===== src/pc_stack_pkg.sv =====
// Constants and carrier types for the program counter and return stack
package pc_stack_pkg;
    localparam int unsigned ADDR_W = 12;
    localparam int unsigned STACK_DEPTH = 4;
    localparam int unsigned PORT_BITS = 3;
    localparam int unsigned UPPER_BITS = 9;
    localparam logic [ADDR_W-1:0] PC_RESET = 12'h000;
    localparam logic [ADDR_W-1:0] PC_STEP = 12'h001;
    localparam logic [1:0] NOP2_CYCLES = 2'h2;

    typedef enum logic [3:0] {
        OP_NONE = 4'h0,
        OP_BRANCH = 4'h1,
        OP_CALL = 4'h2,
        OP_INTR = 4'h3,
        OP_RET = 4'h4,
        OP_PUSH_ACC = 4'h5,
        OP_POP_ACC = 4'h6,
        OP_TBL_ENTER = 4'h7,
        OP_TBL_EXIT = 4'h8,
        OP_BIO_BRANCH = 4'h9,
        OP_IO = 4'ha
    } op_t;

    typedef struct packed {
        op_t op;
        logic cond;
        logic [ADDR_W-1:0] target;
        logic [ADDR_W-1:0] acc_low;
        logic [PORT_BITS-1:0] port;
    } seq_req_t;

    typedef struct packed {
        logic [UPPER_BITS-1:0] upper;
        logic [PORT_BITS-1:0] low;
    } addr_bus_t;

    typedef enum logic [1:0] {
        ST_RUN = 2'b00,
        ST_NOP1 = 2'b01,
        ST_NOP2 = 2'b11
    } seq_state_t;
endpackage


===== src/program_counter_and_stack.sv =====
// Program counter, four-level return stack and program address drive
`timescale 1ns/10ps
`default_nettype none
// Overview of operation
// - Holds a 12-bit counter addressing the next instruction fetch.
// - After each fetch the counter increments for the next prefetch.
// - Reset line forces the counter to zero.
// - Counter loads next prefetch address on each falling clock output edge.
// - Buffered counter drives the program address bus except in reset, when the bus is released.
// - Nine upper bits dedicated; three low bits shared with port address.
// - True branch loads absolute 12-bit target; false branch just increments.
// - Call pushes the incremented counter, interrupt the counter itself, onto the stack top.
// - Return stack is four levels of twelve bits.
// - Push instruction places twelve low accumulator bits on stack top.
// - Every push shifts levels down, losing the bottom silently.
// - Pop moves stack top to accumulator low bits, shifting levels up.
// - Pop keeps bottom level, so repeated pops replicate it.
// - Table read and write occupy one stack level while executing.
// - Branch-on-pin instruction never branches; acts as two-cycle no-op.
module program_counter_and_stack
    import pc_stack_pkg::*;
(
    // Clock and reset
    input wire logic clk,
    input wire logic nrst,
    // Pipeline timing: high for one cycle at each clock output falling edge
    input wire logic clock_output_fall,
    // Decoded instruction request, sampled with the falling edge strobe
    input wire seq_req_t req,
    // Program address and port address outputs
    output logic [UPPER_BITS-1:0] program_address_pins,
    output logic [PORT_BITS-1:0] port_address_lines,
    output logic program_address_oe,
    // Stack and accumulator views
    output logic [ADDR_W-1:0] stack_top_level,
    output logic [ADDR_W-1:0] pop_data,
    output logic pop_valid,
    output logic busy
);

    // ==========================================================
    // Sequencer state
    logic [ADDR_W-1:0] pc_reg, pc_next;
    logic [ADDR_W-1:0] stack_reg [STACK_DEPTH], stack_next [STACK_DEPTH];
    seq_state_t state_reg, state_next;
    addr_bus_t bus_reg, bus_next;
    logic [ADDR_W-1:0] pop_data_reg, pop_data_next;
    logic pop_valid_reg, pop_valid_next;
    logic oe_reg, oe_next;
    logic push_en, pop_en, pop_acc;
    logic [ADDR_W-1:0] push_val;

    always_comb begin
        pc_next = pc_reg;
        state_next = state_reg;
        push_en = 1'b0;
        pop_en = 1'b0;
        push_val = pc_reg;
        pop_acc = 1'b0;
        if (clock_output_fall) begin
            unique case (state_reg)
                ST_RUN: begin
                    pc_next = pc_reg + PC_STEP;
                    unique case (req.op)
                        OP_BRANCH: begin
                            if (req.cond) begin
                                pc_next = req.target;
                            end
                        end
                        OP_CALL: begin
                            push_en = 1'b1;
                            push_val = pc_reg + PC_STEP;
                            pc_next = req.target;
                        end
                        OP_INTR: begin
                            // Interrupted fetch is refetched after return
                            push_en = 1'b1;
                            pc_next = req.target;
                        end
                        OP_RET: begin
                            pop_en = 1'b1;
                            pc_next = stack_reg[0];
                        end
                        OP_PUSH_ACC: begin
                            push_en = 1'b1;
                            push_val = req.acc_low;
                        end
                        OP_POP_ACC: begin
                            pop_en = 1'b1;
                            pop_acc = 1'b1;
                        end
                        OP_TBL_ENTER: begin
                            // Table access borrows one level for the resume address
                            push_en = 1'b1;
                            push_val = pc_reg + PC_STEP;
                            pc_next = req.acc_low;
                        end
                        OP_TBL_EXIT: begin
                            pop_en = 1'b1;
                            pc_next = stack_reg[0];
                        end
                        OP_BIO_BRANCH: begin
                            // Test pin absent: never taken, stall one extra cycle
                            state_next = ST_NOP1;
                        end
                        default: begin
                        end
                    endcase
                end
                ST_NOP1: begin
                    // Second no-op cycle; a request on this strobe is dropped
                    pc_next = pc_reg + PC_STEP;
                    state_next = ST_RUN;
                end
                ST_NOP2: begin
                    // Spare code, never entered; falls back to normal sequencing
                    state_next = ST_RUN;
                end
                default: state_next = ST_RUN;
            endcase
        end
    end

    // ==========================================================
    // Sequencer registers
    always_ff @(posedge clk or negedge nrst) begin
        if (!nrst) begin
            pc_reg <= PC_RESET;
            state_reg <= ST_RUN;
        end else begin
            pc_reg <= pc_next;
            state_reg <= state_next;
        end
    end

    // ==========================================================
    // Return stack, one generate loop iteration per level
    for (genvar i = 0; i < STACK_DEPTH; i++) begin : g_level
        // Word that slides into this level on a push and on a pop
        logic [ADDR_W-1:0] from_above, from_below;
        if (i == 0) begin : g_top
            assign from_above = push_val;
        end else begin : g_lower
            assign from_above = stack_reg[i-1];
        end
        if (i == STACK_DEPTH - 1) begin : g_bottom
            // Bottom holds its value on pop, so repeated pops replicate it
            assign from_below = stack_reg[i];
        end else begin : g_upper
            assign from_below = stack_reg[i+1];
        end
        always_comb begin
            stack_next[i] = stack_reg[i];
            if (push_en) begin
                // Bottom falls off with no overflow flag
                stack_next[i] = from_above;
            end else if (pop_en) begin
                stack_next[i] = from_below;
            end
        end
        always_ff @(posedge clk or negedge nrst) begin
            if (!nrst) begin
                stack_reg[i] <= PC_RESET;
            end else begin
                stack_reg[i] <= stack_next[i];
            end
        end
    end

    // ==========================================================
    // Address bus: low bits carry port field during IN and OUT
    always_comb begin
        bus_next = pc_next;
        if (clock_output_fall && state_reg == ST_RUN && req.op == OP_IO) begin
            bus_next.low = req.port;
        end
        oe_next = 1'b1;
    end

    always_ff @(posedge clk or negedge nrst) begin
        if (!nrst) begin
            // Bus is released in reset and shows zero from the first edge after it
            bus_reg <= '0;
            oe_reg <= 1'b0;
        end else begin
            bus_reg <= bus_next;
            oe_reg <= oe_next;
        end
    end

    // ==========================================================
    // Popped accumulator word; the valid pulse lasts one cycle
    always_comb begin
        pop_data_next = pop_data_reg;
        pop_valid_next = 1'b0;
        if (pop_acc) begin
            pop_data_next = stack_reg[0];
            pop_valid_next = 1'b1;
        end
    end

    always_ff @(posedge clk or negedge nrst) begin
        if (!nrst) begin
            pop_data_reg <= PC_RESET;
            pop_valid_reg <= 1'b0;
        end else begin
            pop_data_reg <= pop_data_next;
            pop_valid_reg <= pop_valid_next;
        end
    end

    // ==========================================================
    // Output drive, all from flip-flops except the busy marker
    assign program_address_pins = bus_reg.upper;
    assign port_address_lines = bus_reg.low;
    assign program_address_oe = oe_reg;
    assign stack_top_level = stack_reg[0];
    assign pop_data = pop_data_reg;
    assign pop_valid = pop_valid_reg;
    assign busy = (state_reg != ST_RUN);

endmodule
`default_nettype wire


===== config.mk =====
export PLATFORM = sky130hd
export DESIGN_NAME = program_counter_and_stack
export DESIGN_NICKNAME = d
export VERILOG_FILES = /design/src/pc_stack_pkg.sv /design/src/program_counter_and_stack.sv
export SDC_FILE = /design/constraint.sdc
export NUM_CORES = 1
export LEC_CHECK = 0
export CAP_MARGIN = 20
export CELL_PAD_IN_SITES_DETAIL_PLACEMENT = 1
export CELL_PAD_IN_SITES_GLOBAL_PLACEMENT = 2
export CORE_MARGIN = 5
export CORE_UTILIZATION = 38
export CTS_CLUSTER_DIAMETER = 30
export DETAILED_ROUTE_END_ITERATION = 7
export DONT_BUFFER_PORTS = 1
export PLACE_DENSITY = 0.76
export SETUP_SLACK_MARGIN = 0.2
export SYNTH_ARGS = -nofsm -noshare
export SYNTH_HDL_FRONTEND = slang
export SYNTH_SLANG_ARGS = --single-unit

===== constraint.sdc =====
create_clock -name clk -period 2.3 [get_ports clk]
set_input_delay 0.23 -clock clk [delete_from_list [all_inputs] [get_ports clk]]
set_output_delay 0.23 -clock clk [all_outputs]
set_load 0.05 [all_outputs]

==> out/results.tsv, run 1 <==
stage	metric	value	unit
place	RePlAce Congestion	0.787	
final_layout	layout cell share with drive strength beyond 1	0.104	
global_routing	pin count of the biggest net entering global routing	79	
die	row cnt	38	
drt	First-pass DRT Iterations	4	
drt	1st-iter DRT viols	218	
timing	worst slew pin tran	0.773	ns
clock_tree	clk root buf	clkbuf_16	
timing	PnR worst setup slack	0.331	ns
worst_setup_path	critical path's slowest cell	dfrtp_1	
drt	total wire length	13.5	mm
global_routing	GR Util met1	0.294	
timing	setup TNS	0	ns
worst_setup_path	startpoint types	flop	
clock_tree	H-tree level count	3	
synthesis	synthesized area per cell	8.69	µm²
final_layout	ant diodes	0	
job	max-cap viol count	0	
clock_tree	clock tree buffer depth	2	
worst_setup_path	reg2reg setup slack	0.33	ns
final_layout	nets	522	
global_routing	initial antenna violation count	0	
worst_setup_path	Top delay family on crit path	compound AO/OA/AOI/OAI gates	
clock_tree	Post-CTS Setup Bufs	0	
timing	clk_skew	0.00991	ns
timing	Tmin final	1.97	ns
synthesis	sequential share of the synthesized area	0.454	
final_layout	final core utilization	0.435	
die	area of the die	13500	µm²
clock_tree	CTS Buf Count	9	
synthesis	warning count from the yosys run	0	
hold_path	Hold Startpoint	clock_output_fall	
pwr	pwr/cell area	1110	nW/µm²
place	DP HPWL	9.33	mm
drt	Residual DRC	0	
pwr	leakage	2.11	nW
die	initial core utilization	0.391	
timing	# setup viols final	0	
synthesis	Synth Flop Type	dfrtp_1	
synthesis	number of flops mapped to enable cells by yosys	0	
timing	Max Fclk	508	MHz
global_routing	total gr overflow	0	
final_layout	cell area after layout	4770	µm²
worst_setup_path	origin of the critical flop-to-flop path	state_reg[0]	
hold_path	Hold Path Class	in2reg	
synthesis	Yosys top cell area share	0.454	
drt	number of antenna-violating nets in the routed design	0	
pwr	Gate power share	0.199	
synthesis	Syn Inst Count	495	
worst_setup_path	Setup crit end kind	flop	
clock_tree	Clock transition at path regs	0.06	ns
place	area of placed instances	4440	µm²
pwr	Net Switching	2.25	mW
pwr	worst vdd ir	0.407	mV
outcome	outcome	finished clean	
clock_tree	Clock Latency Late Sink	0.35	ns
global_routing	met3 usage	0.0368	
drt	drt via density	5.88	
worst_setup_path	crit path max fanout	17	
global_routing	Top Usage Layer GRT	met2	
timing	Max Slew Vio Count	0	
final_layout	commonest non-fill, non-tap cell in the layout	nand2_1	
place	dpl ws	0.237	ns
worst_setup_path	Setup CP Type	reg2reg	
final_layout	synthesis-to-finish area growth	11.0	%
worst_setup_path	CP required	2.58	ns
synthesis	top cells by area, synth	dfrtp_1 (45%), nand2_1 (10%), a31oi_1 (4.1%), nor2_1 (3.5%), a221o_1 (2.6%)	
final_layout	most frequent cells in the layout	nand2_1 (118), dfrtp_1 (77), nor2_1 (40), a31oi_1 (28), a21oi_1 (21)	
final_layout	max FFs per register	36	
clock_tree	Clock Sink Count	78	
final_layout	Final Non-Filler Cells	631	
die	Core ar.	11000	µm²
worst_setup_path	CP max stage delay	0.49	ns
die	DIE WIDTH	116	µm
timing	RSZ-0062 raised after global routing	false	
timing	Final Cycle Share	0.856	
synthesis	Netlist cell types	60	
drt	wire per inst	21.4	µm
worst_setup_path	Setup crit start	state_reg[0]	
clock_tree	TritonCTS clock tree	yes	
synthesis	mapped cell area	4300	µm²
synthesis	Syn Nets	531	
global_routing	first-pass GRT wire length	21.7	mm
synthesis	area leader, netlist	dfrtp_1	
pwr	Clock power frac	0.262	
place	Port-buffer cells	0	
die	height of the die	116	µm
drt	via count	3713	
global_routing	vias in the first global route	3807	
synthesis	Post-synth ARST share	1.00	
pwr	Internal	3.03	mW
global_routing	met2 Usage GRT	0.320	
timing	Worst slew margin	0.484	
pwr	Flop pwr share	0.539	
place	Post-Place Cells	612	
worst_setup_path	crit path DAT	2.25	ns
die	I/O Pins	74	
global_routing	GRT Util Overall	0.210	
timing	Hold Violations, Final	0	
worst_setup_path	CP Cell Sequence	buf_4, nor2_1, o21ai_1, o311ai_4, nor2b_2, a221o_1	
synthesis	#FFs+latches synth	78	
pwr	sw frac	0.426	
worst_setup_path	worst path bufs/invs	1	
[kinds of logic (layout without fill, tap and decap cells)]
logic type	count (synthesis)	count (layout)	synth area share
AND/OR/NAND/NOR	209	209	0.215
AO/OA/AOI/OAI	134	134	0.219
flip-flops	78	78	0.454
buffers and inverters	54	50	0.0632
multiplexers	15	15	0.0384
XOR/XNOR	3	3	0.00611
adder cells (fa/ha/maj)	1	1	0.00291
other	1	1	0.000872
[timing repair]
action | in CTS | in global routing
resized for setup | 0 | 3
endpoints found under the setup margin | 0 | 26
hold buffers | 3 | 0
endpoints found under the hold margin | 81 | 0
[cell usage after synthesis, types with 8 or more instances]
cell type,n
buf_2,13
dfrtp_1,78
nand2_1,118
mux2_1,9
o21ai_1,13
a31oi_1,28
inv_1,10
a22oi_1,13
nor2_1,40
clkbuf_1,20
buf_4,9
nor2b_1,8
a221o_1,11
a21oi_1,21
o21ai_0,9
[layer usage]
metal	wire length [µm]	part of all wire
met1	6130	0.45
met2	6380	0.47
met3	679	0.050
met4	326	0.024
met5	0	0
[worst paths after layout]
check | to | cells after the start
worst max-delay path | program_address_pins[7] | 6
worst min-delay path | state_reg[0] | 1
worst max register to register | program_address_pins[7] | 6
worst min register to register | g_level[2].from_below[2] | 2
max in group asynchronous | stack_top_level[2] | 2
min in group asynchronous | program_address_pins[8] | 2
[power groups by stage]
stage	sequential, mW	combinational, mW	clock [mW]
finish	2.84	1.05	1.38
global route	2.91	1.18	1.48
CTS	2.85	1.07	1.41
detailed placement	2.88	1.02	0
global placement	2.85	0.978	0
floorplan	2.73	0.821	0
[cell type report]
type                       instances  area [µm²]
fill                            1281        6210
multi-input combinational        363        2110
tap                              140         175
timing repair buffer              24         218
inverter                          10        37.5
clock inverter                     2        16.3
clock buffer                      14         264
sequential                        78        1950
[metrics by stage]
| step | power (mW) | hold slack (ns) |
|---|---|---|
| floorplan | 3.55 | -0.0656 |
| global placement | 3.83 | -0.0632 |
| detailed placement | 3.90 | -0.0636 |
| CTS | 5.32 | 0.00536 |
| global route | 5.57 | 0.0269 |
| finish | 5.28 | 0.0217 |
Power figures use the tool's default switching activity.
==> run 2, diff against run 1 <==
--- a/config.mk
+++ b/config.mk
@@ -7,13 +7,13 @@
 export LEC_CHECK = 0
 export CAP_MARGIN = 20
 export CELL_PAD_IN_SITES_DETAIL_PLACEMENT = 1
-export CELL_PAD_IN_SITES_GLOBAL_PLACEMENT = 2
+export CELL_PAD_IN_SITES_GLOBAL_PLACEMENT = 1
 export CORE_MARGIN = 5
-export CORE_UTILIZATION = 38
+export CORE_UTILIZATION = 48
 export CTS_CLUSTER_DIAMETER = 30
 export DETAILED_ROUTE_END_ITERATION = 7
 export DONT_BUFFER_PORTS = 1
-export PLACE_DENSITY = 0.76
+export PLACE_DENSITY = 0.77
 export SETUP_SLACK_MARGIN = 0.2
 export SYNTH_ARGS = -nofsm -noshare
 export SYNTH_HDL_FRONTEND = slang
==> run 2 against run 1 <==
  * Critical path depth unchanged
  * First-iteration DRC count is 22% lower
  * Flip-flop and latch count unchanged
  * Maximum frequency is 1.8% lower
  * Worst setup slack got worse by 0.037 ns
  * Design area shrank 2.6%
  * Total power is 8.0% lower
  * Clock skew increased by 0.00094 ns
==> out/results.tsv, run 2 (same netlist as run 1, synthesis figures left out) <==
stage	metric	value	unit	change
pwr	Internal	2.68	mW	was 3.03 mW
timing	clk_skew	0.0108	ns	was 0.00991 ns
place	Port-buffer cells	0		unchanged
worst_setup_path	Crit Reg-Reg Endpoint	stack_top_level[8]		was program_address_pins[7]
pwr	Gate power share	0.219		was 0.199
final_layout	Final Non-Filler Cells	600		was 631
final_layout	nets	524		was 522
worst_setup_path	reg2reg setup slack	0.29	ns	was 0.33 ns
drt	Residual DRC	0		unchanged
clock_tree	Post-CTS Setup Bufs	0		unchanged
worst_setup_path	crit path to	stack_top_level[8]		was program_address_pins[7]
clock_tree	clock tree buffer depth	2		unchanged
timing	Max Slew Vio Count	0		unchanged
pwr	leakage	2.08	nW	was 2.11 nW
die	height of the die	105	µm	was 116 µm
worst_setup_path	CP required	2.52	ns	was 2.58 ns
die	Core ar.	8720	µm²	was 11000 µm²
clock_tree	Clock transition at path regs	0.09	ns	was 0.06 ns
drt	number of antenna-violating nets in the routed design	0		unchanged
global_routing	pin count of the biggest net entering global routing	79		unchanged
pwr	Clock power frac	0.198		was 0.262
final_layout	max FFs per register	36		unchanged
timing	Tmin final	2.01	ns	was 1.97 ns
final_layout	final core utilization	0.533		was 0.435
timing	# setup viols final	0		unchanged
die	row cnt	34		was 38
worst_setup_path	Setup crit end kind	flop		unchanged
final_layout	ant diodes	0		unchanged
timing	setup TNS	0	ns	unchanged
clock_tree	Clock Latency Late Sink	0.35	ns	about the same
clock_tree	H-tree level count	3		unchanged
job	max-cap viol count	0		unchanged
final_layout	synthesis-to-finish area growth	8.15	%	was 11.0%
die	area of the die	10900	µm²	was 13500 µm²
die	I/O Pins	74		unchanged
final_layout	most frequent cells in the layout	nand2_1 (118), dfrtp_1 (78), nor2_1 (40), a31oi_1 (28)		was nand2_1 (118), dfrtp_1 (77), nor2_1 (40), a31oi_1 (28), a21oi_1 (21)
clock_tree	CTS Buf Count	9		unchanged
drt	1st-iter DRT viols	169		was 218
timing	Hold Violations, Final	0		unchanged
worst_setup_path	Setup crit start	pc_reg[0]		was state_reg[0]
timing	RSZ-0062 raised after global routing	true		was false
place	RePlAce Congestion	0.831		was 0.787
drt	via count	3747		was 3713
timing	worst slew pin tran	0.767	ns	was 0.773 ns
clock_tree	Clock Sink Count	78		unchanged
global_routing	vias in the first global route	3842		was 3807
final_layout	layout cell share with drive strength beyond 1	0.108		was 0.104
global_routing	GRT Util Overall	0.231		was 0.210
clock_tree	TritonCTS clock tree	yes		unchanged
pwr	worst vdd ir	0.387	mV	was 0.407 mV
outcome	outcome	finished clean		unchanged
global_routing	initial antenna violation count	0		unchanged
pwr	pwr/cell area	1040	nW/µm²	was 1110 nW/µm²
worst_setup_path	crit path max fanout	8		was 17
timing	Worst slew margin	0.487		was 0.484
clock_tree	clk root buf	clkbuf_8		was clkbuf_16
worst_setup_path	Setup CP Type	reg2reg		unchanged
drt	First-pass DRT Iterations	4		unchanged
pwr	Net Switching	2.17	mW	was 2.25 mW
timing	Max Fclk	499	MHz	was 508 MHz
drt	drt via density	6.25		was 5.88
global_routing	first-pass GRT wire length	20.8	mm	was 21.7 mm
drt	wire per inst	20.8	µm	was 21.4 µm
timing	Final Cycle Share	0.872		was 0.856
die	initial core utilization	0.493		was 0.391
hold_path	Hold Path Class	in2reg		unchanged
pwr	sw frac	0.448		was 0.426
worst_setup_path	startpoint types	flop		unchanged
final_layout	commonest non-fill, non-tap cell in the layout	nand2_1		unchanged
place	DP HPWL	8.84	mm	was 9.33 mm
place	Post-Place Cells	582		was 612
drt	total wire length	12.5	mm	was 13.5 mm
worst_setup_path	crit path DAT	2.22	ns	was 2.25 ns
pwr	Flop pwr share	0.584		was 0.539
pwr	Pwr Total	4.85	mW	was 5.28 mW
worst_setup_path	origin of the critical flop-to-flop path	pc_reg[0]		was state_reg[0]
worst_setup_path	worst r2r path cells	6		unchanged
global_routing	total gr overflow	0		unchanged
die	DIE WIDTH	105	µm	was 116 µm
-- run 2: cell types whose count changed in the layout (fill, tap and decap cells not counted), moves of 2 or more --
cell	previous run	this run
clkbuf_16	9	0
clkbuf_8	2	11
clkbuf_1	3	1
clkinv_2	0	2
-- run 2: timing repair --
item | CTS | global route
endpoints found under the setup margin | 0 | 4
gates resized for setup | 0 | 2
hold buffers | 3 | 0
hold endpoints to repair | 83 | 0
-- run 2: through the flow --
step,hold WS (ns),setup WS [ns],area [µm²]
5_1_grt,0.00728,0.181,4650
4_1_cts,0.000851,0.305,4640
2_1_floorplan,-0.0656,0.325,4300
3_3_place_gp,-0.0637,0.359,4420
6_report,0.00565,0.295,4650
3_5_place_dp,-0.0635,0.317,4420
-- run 2: how the worst min path moves through the flow --
stage                     cells past startpoint         startpoint                        to
after global placement                        0               nrst                 pc_reg[0]
final                                         2             req[1]     port_address_lines[1]
after floorplan                               0               nrst  g_level[0].from_below[0]
after CTS                                     2             req[1]     port_address_lines[1]
after detailed placement                      0               nrst                 pc_reg[0]
after global routing                          1  clock_output_fall                 pc_reg[2]
-- run 2: power groups by stage --
stage          logic (mW)  registers [mW]  clock network [mW]
2_1_floorplan       0.821            2.73                   0
3_3_place_gp        0.987            2.85                   0
3_5_place_dp         1.02            2.87                   0
4_1_cts              1.07            2.84               0.977
5_1_grt              1.18            2.90                1.04
6_report             1.06            2.83               0.960
-- run 2: worst max-delay path, stage by stage, from the launching register on --
cell and delay [ns]:
dfrtp_1 0.56, ha_1 0.30, and3_1 0.34, nand2_1 0.17, a21o_1 0.19, a21oi_1 0.22, o21ai_1 0.08
-- run 2: cell type report --
class,instances,area (µm²)
multi-input cells,363,2110
clock buffers,12,155
clock inverters,3,18.8
repair buffers,26,245
flip-flops and latches,78,1950
well taps,108,135
inverters,10,37.5
fillers,1022,4070
-- run 2: layer usage --
| layer | vias to the layer above | global-route usage | part of all wire |
|---|---|---|---|
| met5 | - | 0 | 0 |
| met1 | 1918 | 0.321 | 0.46 |
| met4 | 0 | 0.0749 | 0.020 |
| met2 | 81 | 0.367 | 0.47 |
| met3 | 21 | 0.0444 | 0.048 |
| li1 | 1727 | - | - |
==> run 3, diff against run 2 <==
--- a/config.mk
+++ b/config.mk
@@ -5,11 +5,12 @@
 export SDC_FILE = /design/constraint.sdc
 export NUM_CORES = 1
 export LEC_CHECK = 0
+export ABC_AREA = 1
 export CAP_MARGIN = 20
 export CELL_PAD_IN_SITES_DETAIL_PLACEMENT = 1
 export CELL_PAD_IN_SITES_GLOBAL_PLACEMENT = 1
 export CORE_MARGIN = 5
-export CORE_UTILIZATION = 48
+export CORE_UTILIZATION = 46
 export CTS_CLUSTER_DIAMETER = 30
 export DETAILED_ROUTE_END_ITERATION = 7
 export DONT_BUFFER_PORTS = 1
==> run 3 against run 2 <==
  * Die area is 7.3% higher
  * Clock-buffer cell count shrank 2
  * Final cell count rose by 25%
  * Routed wire length up 5.1%
  * Non-clock buffer count down 3
  * Sequential share of layout area fell by 1.7 points
  * Critical path depth is 2 higher
  * Synthesized cell count up 23%
  * Total power up 7.9%
  * Largest power group unchanged
==> out/results.tsv, run 3 <==
stage	metric	value	unit	change
outcome	outcome	finished clean		unchanged
synthesis	Netlist cell types	38		was 60
synthesis	top cells by area, synth	dfrtp_1 (44%), nand2_1 (19%), nand3_1 (6.2%), inv_1 (5.6%), o21ai_0 (3.8%)		was dfrtp_1 (45%), nand2_1 (10%), a31oi_1 (4.1%), nor2_1 (3.5%), a221o_1 (2.6%)
place	Port-buffer cells	0		unchanged
final_layout	layout cell share with drive strength beyond 1	0.102		was 0.108
final_layout	ant diodes	0		unchanged
worst_setup_path	CP max stage delay	0.44	ns	was 0.56 ns
clock_tree	clock tree buffer depth	2		unchanged
global_routing	total gr overflow	0		unchanged
worst_setup_path	crit path max fanout	33		was 8
timing	setup TNS	0	ns	unchanged
worst_setup_path	CP required	2.60	ns	was 2.52 ns
drt	1st-iter DRT viols	182		was 169
timing	Max Fclk	544	MHz	was 499 MHz
drt	via count	3944		was 3747
timing	worst slew pin tran	0.784	ns	was 0.767 ns
clock_tree	CTS Buf Count	9		unchanged
final_layout	nets	649		was 524
drt	drt via density	5.25		was 6.25
final_layout	final-layout fill cell count	1241		was 1022
place	DP HPWL	9.56	mm	was 8.84 mm
die	area of the die	11700	µm²	was 10900 µm²
drt	Residual DRC	0		unchanged
place	RePlAce Congestion	0.890		was 0.831
drt	number of antenna-violating nets in the routed design	0		unchanged
hold_path	Hold Path Class	in2reg		unchanged
synthesis	Syn Nets	646		was 531
synthesis	post-synthesis compound-gate area fraction	0.131		was 0.219
drt	First-pass DRT Iterations	4		unchanged
synthesis	Synth top cells by count	nand2_1 (224), dfrtp_1 (78), inv_1 (66)		was nand2_1 (118), dfrtp_1 (78), nor2_1 (40)
worst_setup_path	critical path's slowest cell	dfrtp_1		unchanged
place	dpl ws	0.479	ns	was 0.317 ns
clock_tree	Clock Latency Late Sink	0.36	ns	was 0.35 ns
pwr	worst vdd ir	0.487	mV	was 0.387 mV
pwr	pwr/cell area	1080	nW/µm²	was 1040 nW/µm²
timing	# setup viols final	0		unchanged
global_routing	initial antenna violation count	0		unchanged
final_layout	synthesis-to-finish area growth	8.85	%	was 8.15%
synthesis	Yosys top cell area share	0.438		was 0.454
timing	RSZ-0062 raised after global routing	false		was true
synthesis	number of flops mapped to enable cells by yosys	0		unchanged
worst_setup_path	CP Cell Sequence	nor2_8, nand2_4, nand2_4, buf_4, o21ai_0, inv_1, nand2_1, nand2_1		was ha_1, and3_1, nand2_1, a21o_1, a21oi_1, o21ai_1
clock_tree	Clock Sink Count	78		unchanged
timing	Final Cycle Share	0.799		was 0.872
synthesis	warning count from the yosys run	0		unchanged
die	Core ar.	9590	µm²	was 8720 µm²
synthesis	count leader, synth	nand2_1		unchanged
die	DIE WIDTH	108	µm	was 105 µm
worst_setup_path	Setup CP Type	reg2reg		unchanged
synthesis	area leader, netlist	dfrtp_1		unchanged
drt	total wire length	13.1	mm	was 12.5 mm
hold_path	Hold Startpoint	clock_output_fall		was req[1]
worst_setup_path	startpoint types	flop		unchanged
clock_tree	TritonCTS clock tree	yes		unchanged
clock_tree	H-tree level count	3		unchanged
global_routing	pin count of the biggest net entering global routing	79		unchanged
timing	Hold Violations, Final	0		unchanged
timing	Tmin final	1.84	ns	was 2.01 ns
clock_tree	clk root buf	clkbuf_8		unchanged
worst_setup_path	Setup crit start	state_reg[0]		was pc_reg[0]
die	I/O Pins	74		unchanged
final_layout	max FFs per register	36		unchanged
synthesis	sequential share of the synthesized area	0.438		was 0.454
global_routing	GRT Util Overall	0.235		was 0.231
timing	Max Slew Vio Count	0		unchanged
die	initial core utilization	0.464		was 0.493
die	height of the die	108	µm	was 105 µm
timing	PnR worst setup slack	0.463	ns	was 0.295 ns
die	row cnt	36		was 34
final_layout	most frequent cells in the layout	nand2_1 (224), dfrtp_1 (78), inv_1 (66), nand3_1 (55), o21ai_0 (34)		was nand2_1 (118), dfrtp_1 (78), nor2_1 (40), a31oi_1 (28)
worst_setup_path	origin of the critical flop-to-flop path	state_reg[0]		was pc_reg[0]
synthesis	Post-synth ARST share	1.00		unchanged
synthesis	Synth Area in Adders	0.00281		was 0.00291
global_routing	first-pass GRT wire length	21.4	mm	was 20.8 mm
timing	clk_skew	0.0104	ns	was 0.0108 ns
synthesis	post-synthesis xor/xnor area fraction	0.00393		was 0.00611
drt	wire per inst	17.5	µm	was 20.8 µm
synthesis	largest family of logic cells by synthesized area	simple AND/OR/NAND/NOR gates		was compound AO/OA/AOI/OAI gates
synthesis	mux cell area share after synthesis	0		was 0.0384
synthesis	Synth Area in Simple Gates	0.314		was 0.215
final_layout	commonest non-fill, non-tap cell in the layout	nand2_1		unchanged
global_routing	vias in the first global route	4174		was 3842
worst_setup_path	Setup crit end kind	flop		unchanged
synthesis	#FFs+latches synth	78		unchanged
worst_setup_path	crit path DAT	2.14	ns	was 2.22 ns
synthesis	Synth Flop Type	dfrtp_1		unchanged
synthesis	mapped cell area	4450	µm²	was 4300 µm²
synthesis	synthesized area per cell	7.30	µm²	was 8.69 µm²
job	max-cap viol count	0		unchanged
timing	Worst slew margin	0.477		was 0.487
clock_tree	Clock transition at path regs	0.09	ns	about the same
pwr	leakage	2.46	nW	was 2.08 nW
synthesis	Syn Inst Count	610		was 495
run 3: cell types whose count changed after synthesis, sizes merged, moves of 10 or more:
cell,change
clkbuf,-18
mux2,-12
o221ai,+11
nand3,+51
o21ai,+28
nor2,-10
a221o,-11
a31oi,-27
a22oi,-11
nand2,+115
inv,+63
run 3: worst paths after layout:
kind / endpoint / slack, ns / cells after the start
max: stack_top_level[11] / 0.46 / 8
min: program_address_pins[1] / 0.02 / 2
max reg2reg: stack_top_level[11] / 0.46 / 8
min reg2reg: g_level[2].from_below[3] / 0.48 / 2
max in group asynchronous: g_level[1].from_below[3] / 1.50 / 2
min in group asynchronous: program_address_pins[3] / 0.46 / 2
run 3: final cells by class:
cell class / count / area, µm² / share of cell area
sequential: 78 / 1950 / 0.403
tap: 133 / 166 / 0.0343
clock buffer: 10 / 138 / 0.0284
timing repair buffer: 23 / 205 / 0.0423
multi-input combinational: 427 / 2010 / 0.415
clock inverter: 6 / 95.1 / 0.0196
inverter: 74 / 278 / 0.0573
run 3: per-layer routing:
layer	global-route usage	vias to the layer above	wire [µm]
met5	0	-	0
met1	0.303	1913	5810
met4	0.0640	0	197
met3	0.0531	16	646
li1	-	1941	-
met2	0.397	74	6460
run 3: worst max-delay path: cells and delay by family (launching register included):
| family | cells | cell delay [ns] |
|---|---|---|
| AOI/OAI and AO/OA | 1 | 0.17 |
| buffers and inverters | 2 | 0.38 |
| DFF | 1 | 0.44 |
| and+or+nand+nor | 5 | 0.78 |
run 3: cells by family after synthesis:
group / after synthesis
simple gates: 325
buf+inv: 105
compound gates: 98
flops: 78
xor+xnor: 2
fa+ha+maj: 1
other cells: 1
run 3: through the flow:
| stage | hold WS [ns] | total power [mW] | utilization | instances | area [µm²] |
|---|---|---|---|---|---|
| after detailed placement | -0.0632 | 4.02 | 0.473 | 729 | 4540 |
| after global routing | 0.0104 | 5.57 | 0.505 | 751 | 4850 |
| after global placement | -0.0637 | 3.95 | 0.473 | 729 | 4540 |
| final | 0.0191 | 5.24 | 0.505 | 751 | 4850 |
| after floorplan | -0.0656 | 3.63 | - | 610 | 4450 |
| after CTS | 0.00623 | 5.28 | 0.505 | 751 | 4850 |
run 3: report_power, final:
group / internal (mW) / leakage (nW) / switching (mW)
sequential: 1.80 / 0.991 / 0.751
clock: 0.648 / 0.117 / 0.546
combinational: 0.469 / 1.35 / 1.02
total: 2.92 / 2.46 / 2.32
run 3: repair_timing:
item,in CTS,in global routing
buffers inserted,0,0
hold buffers,6,0
resized for setup,0,0
endpoints found under the hold margin,82,0
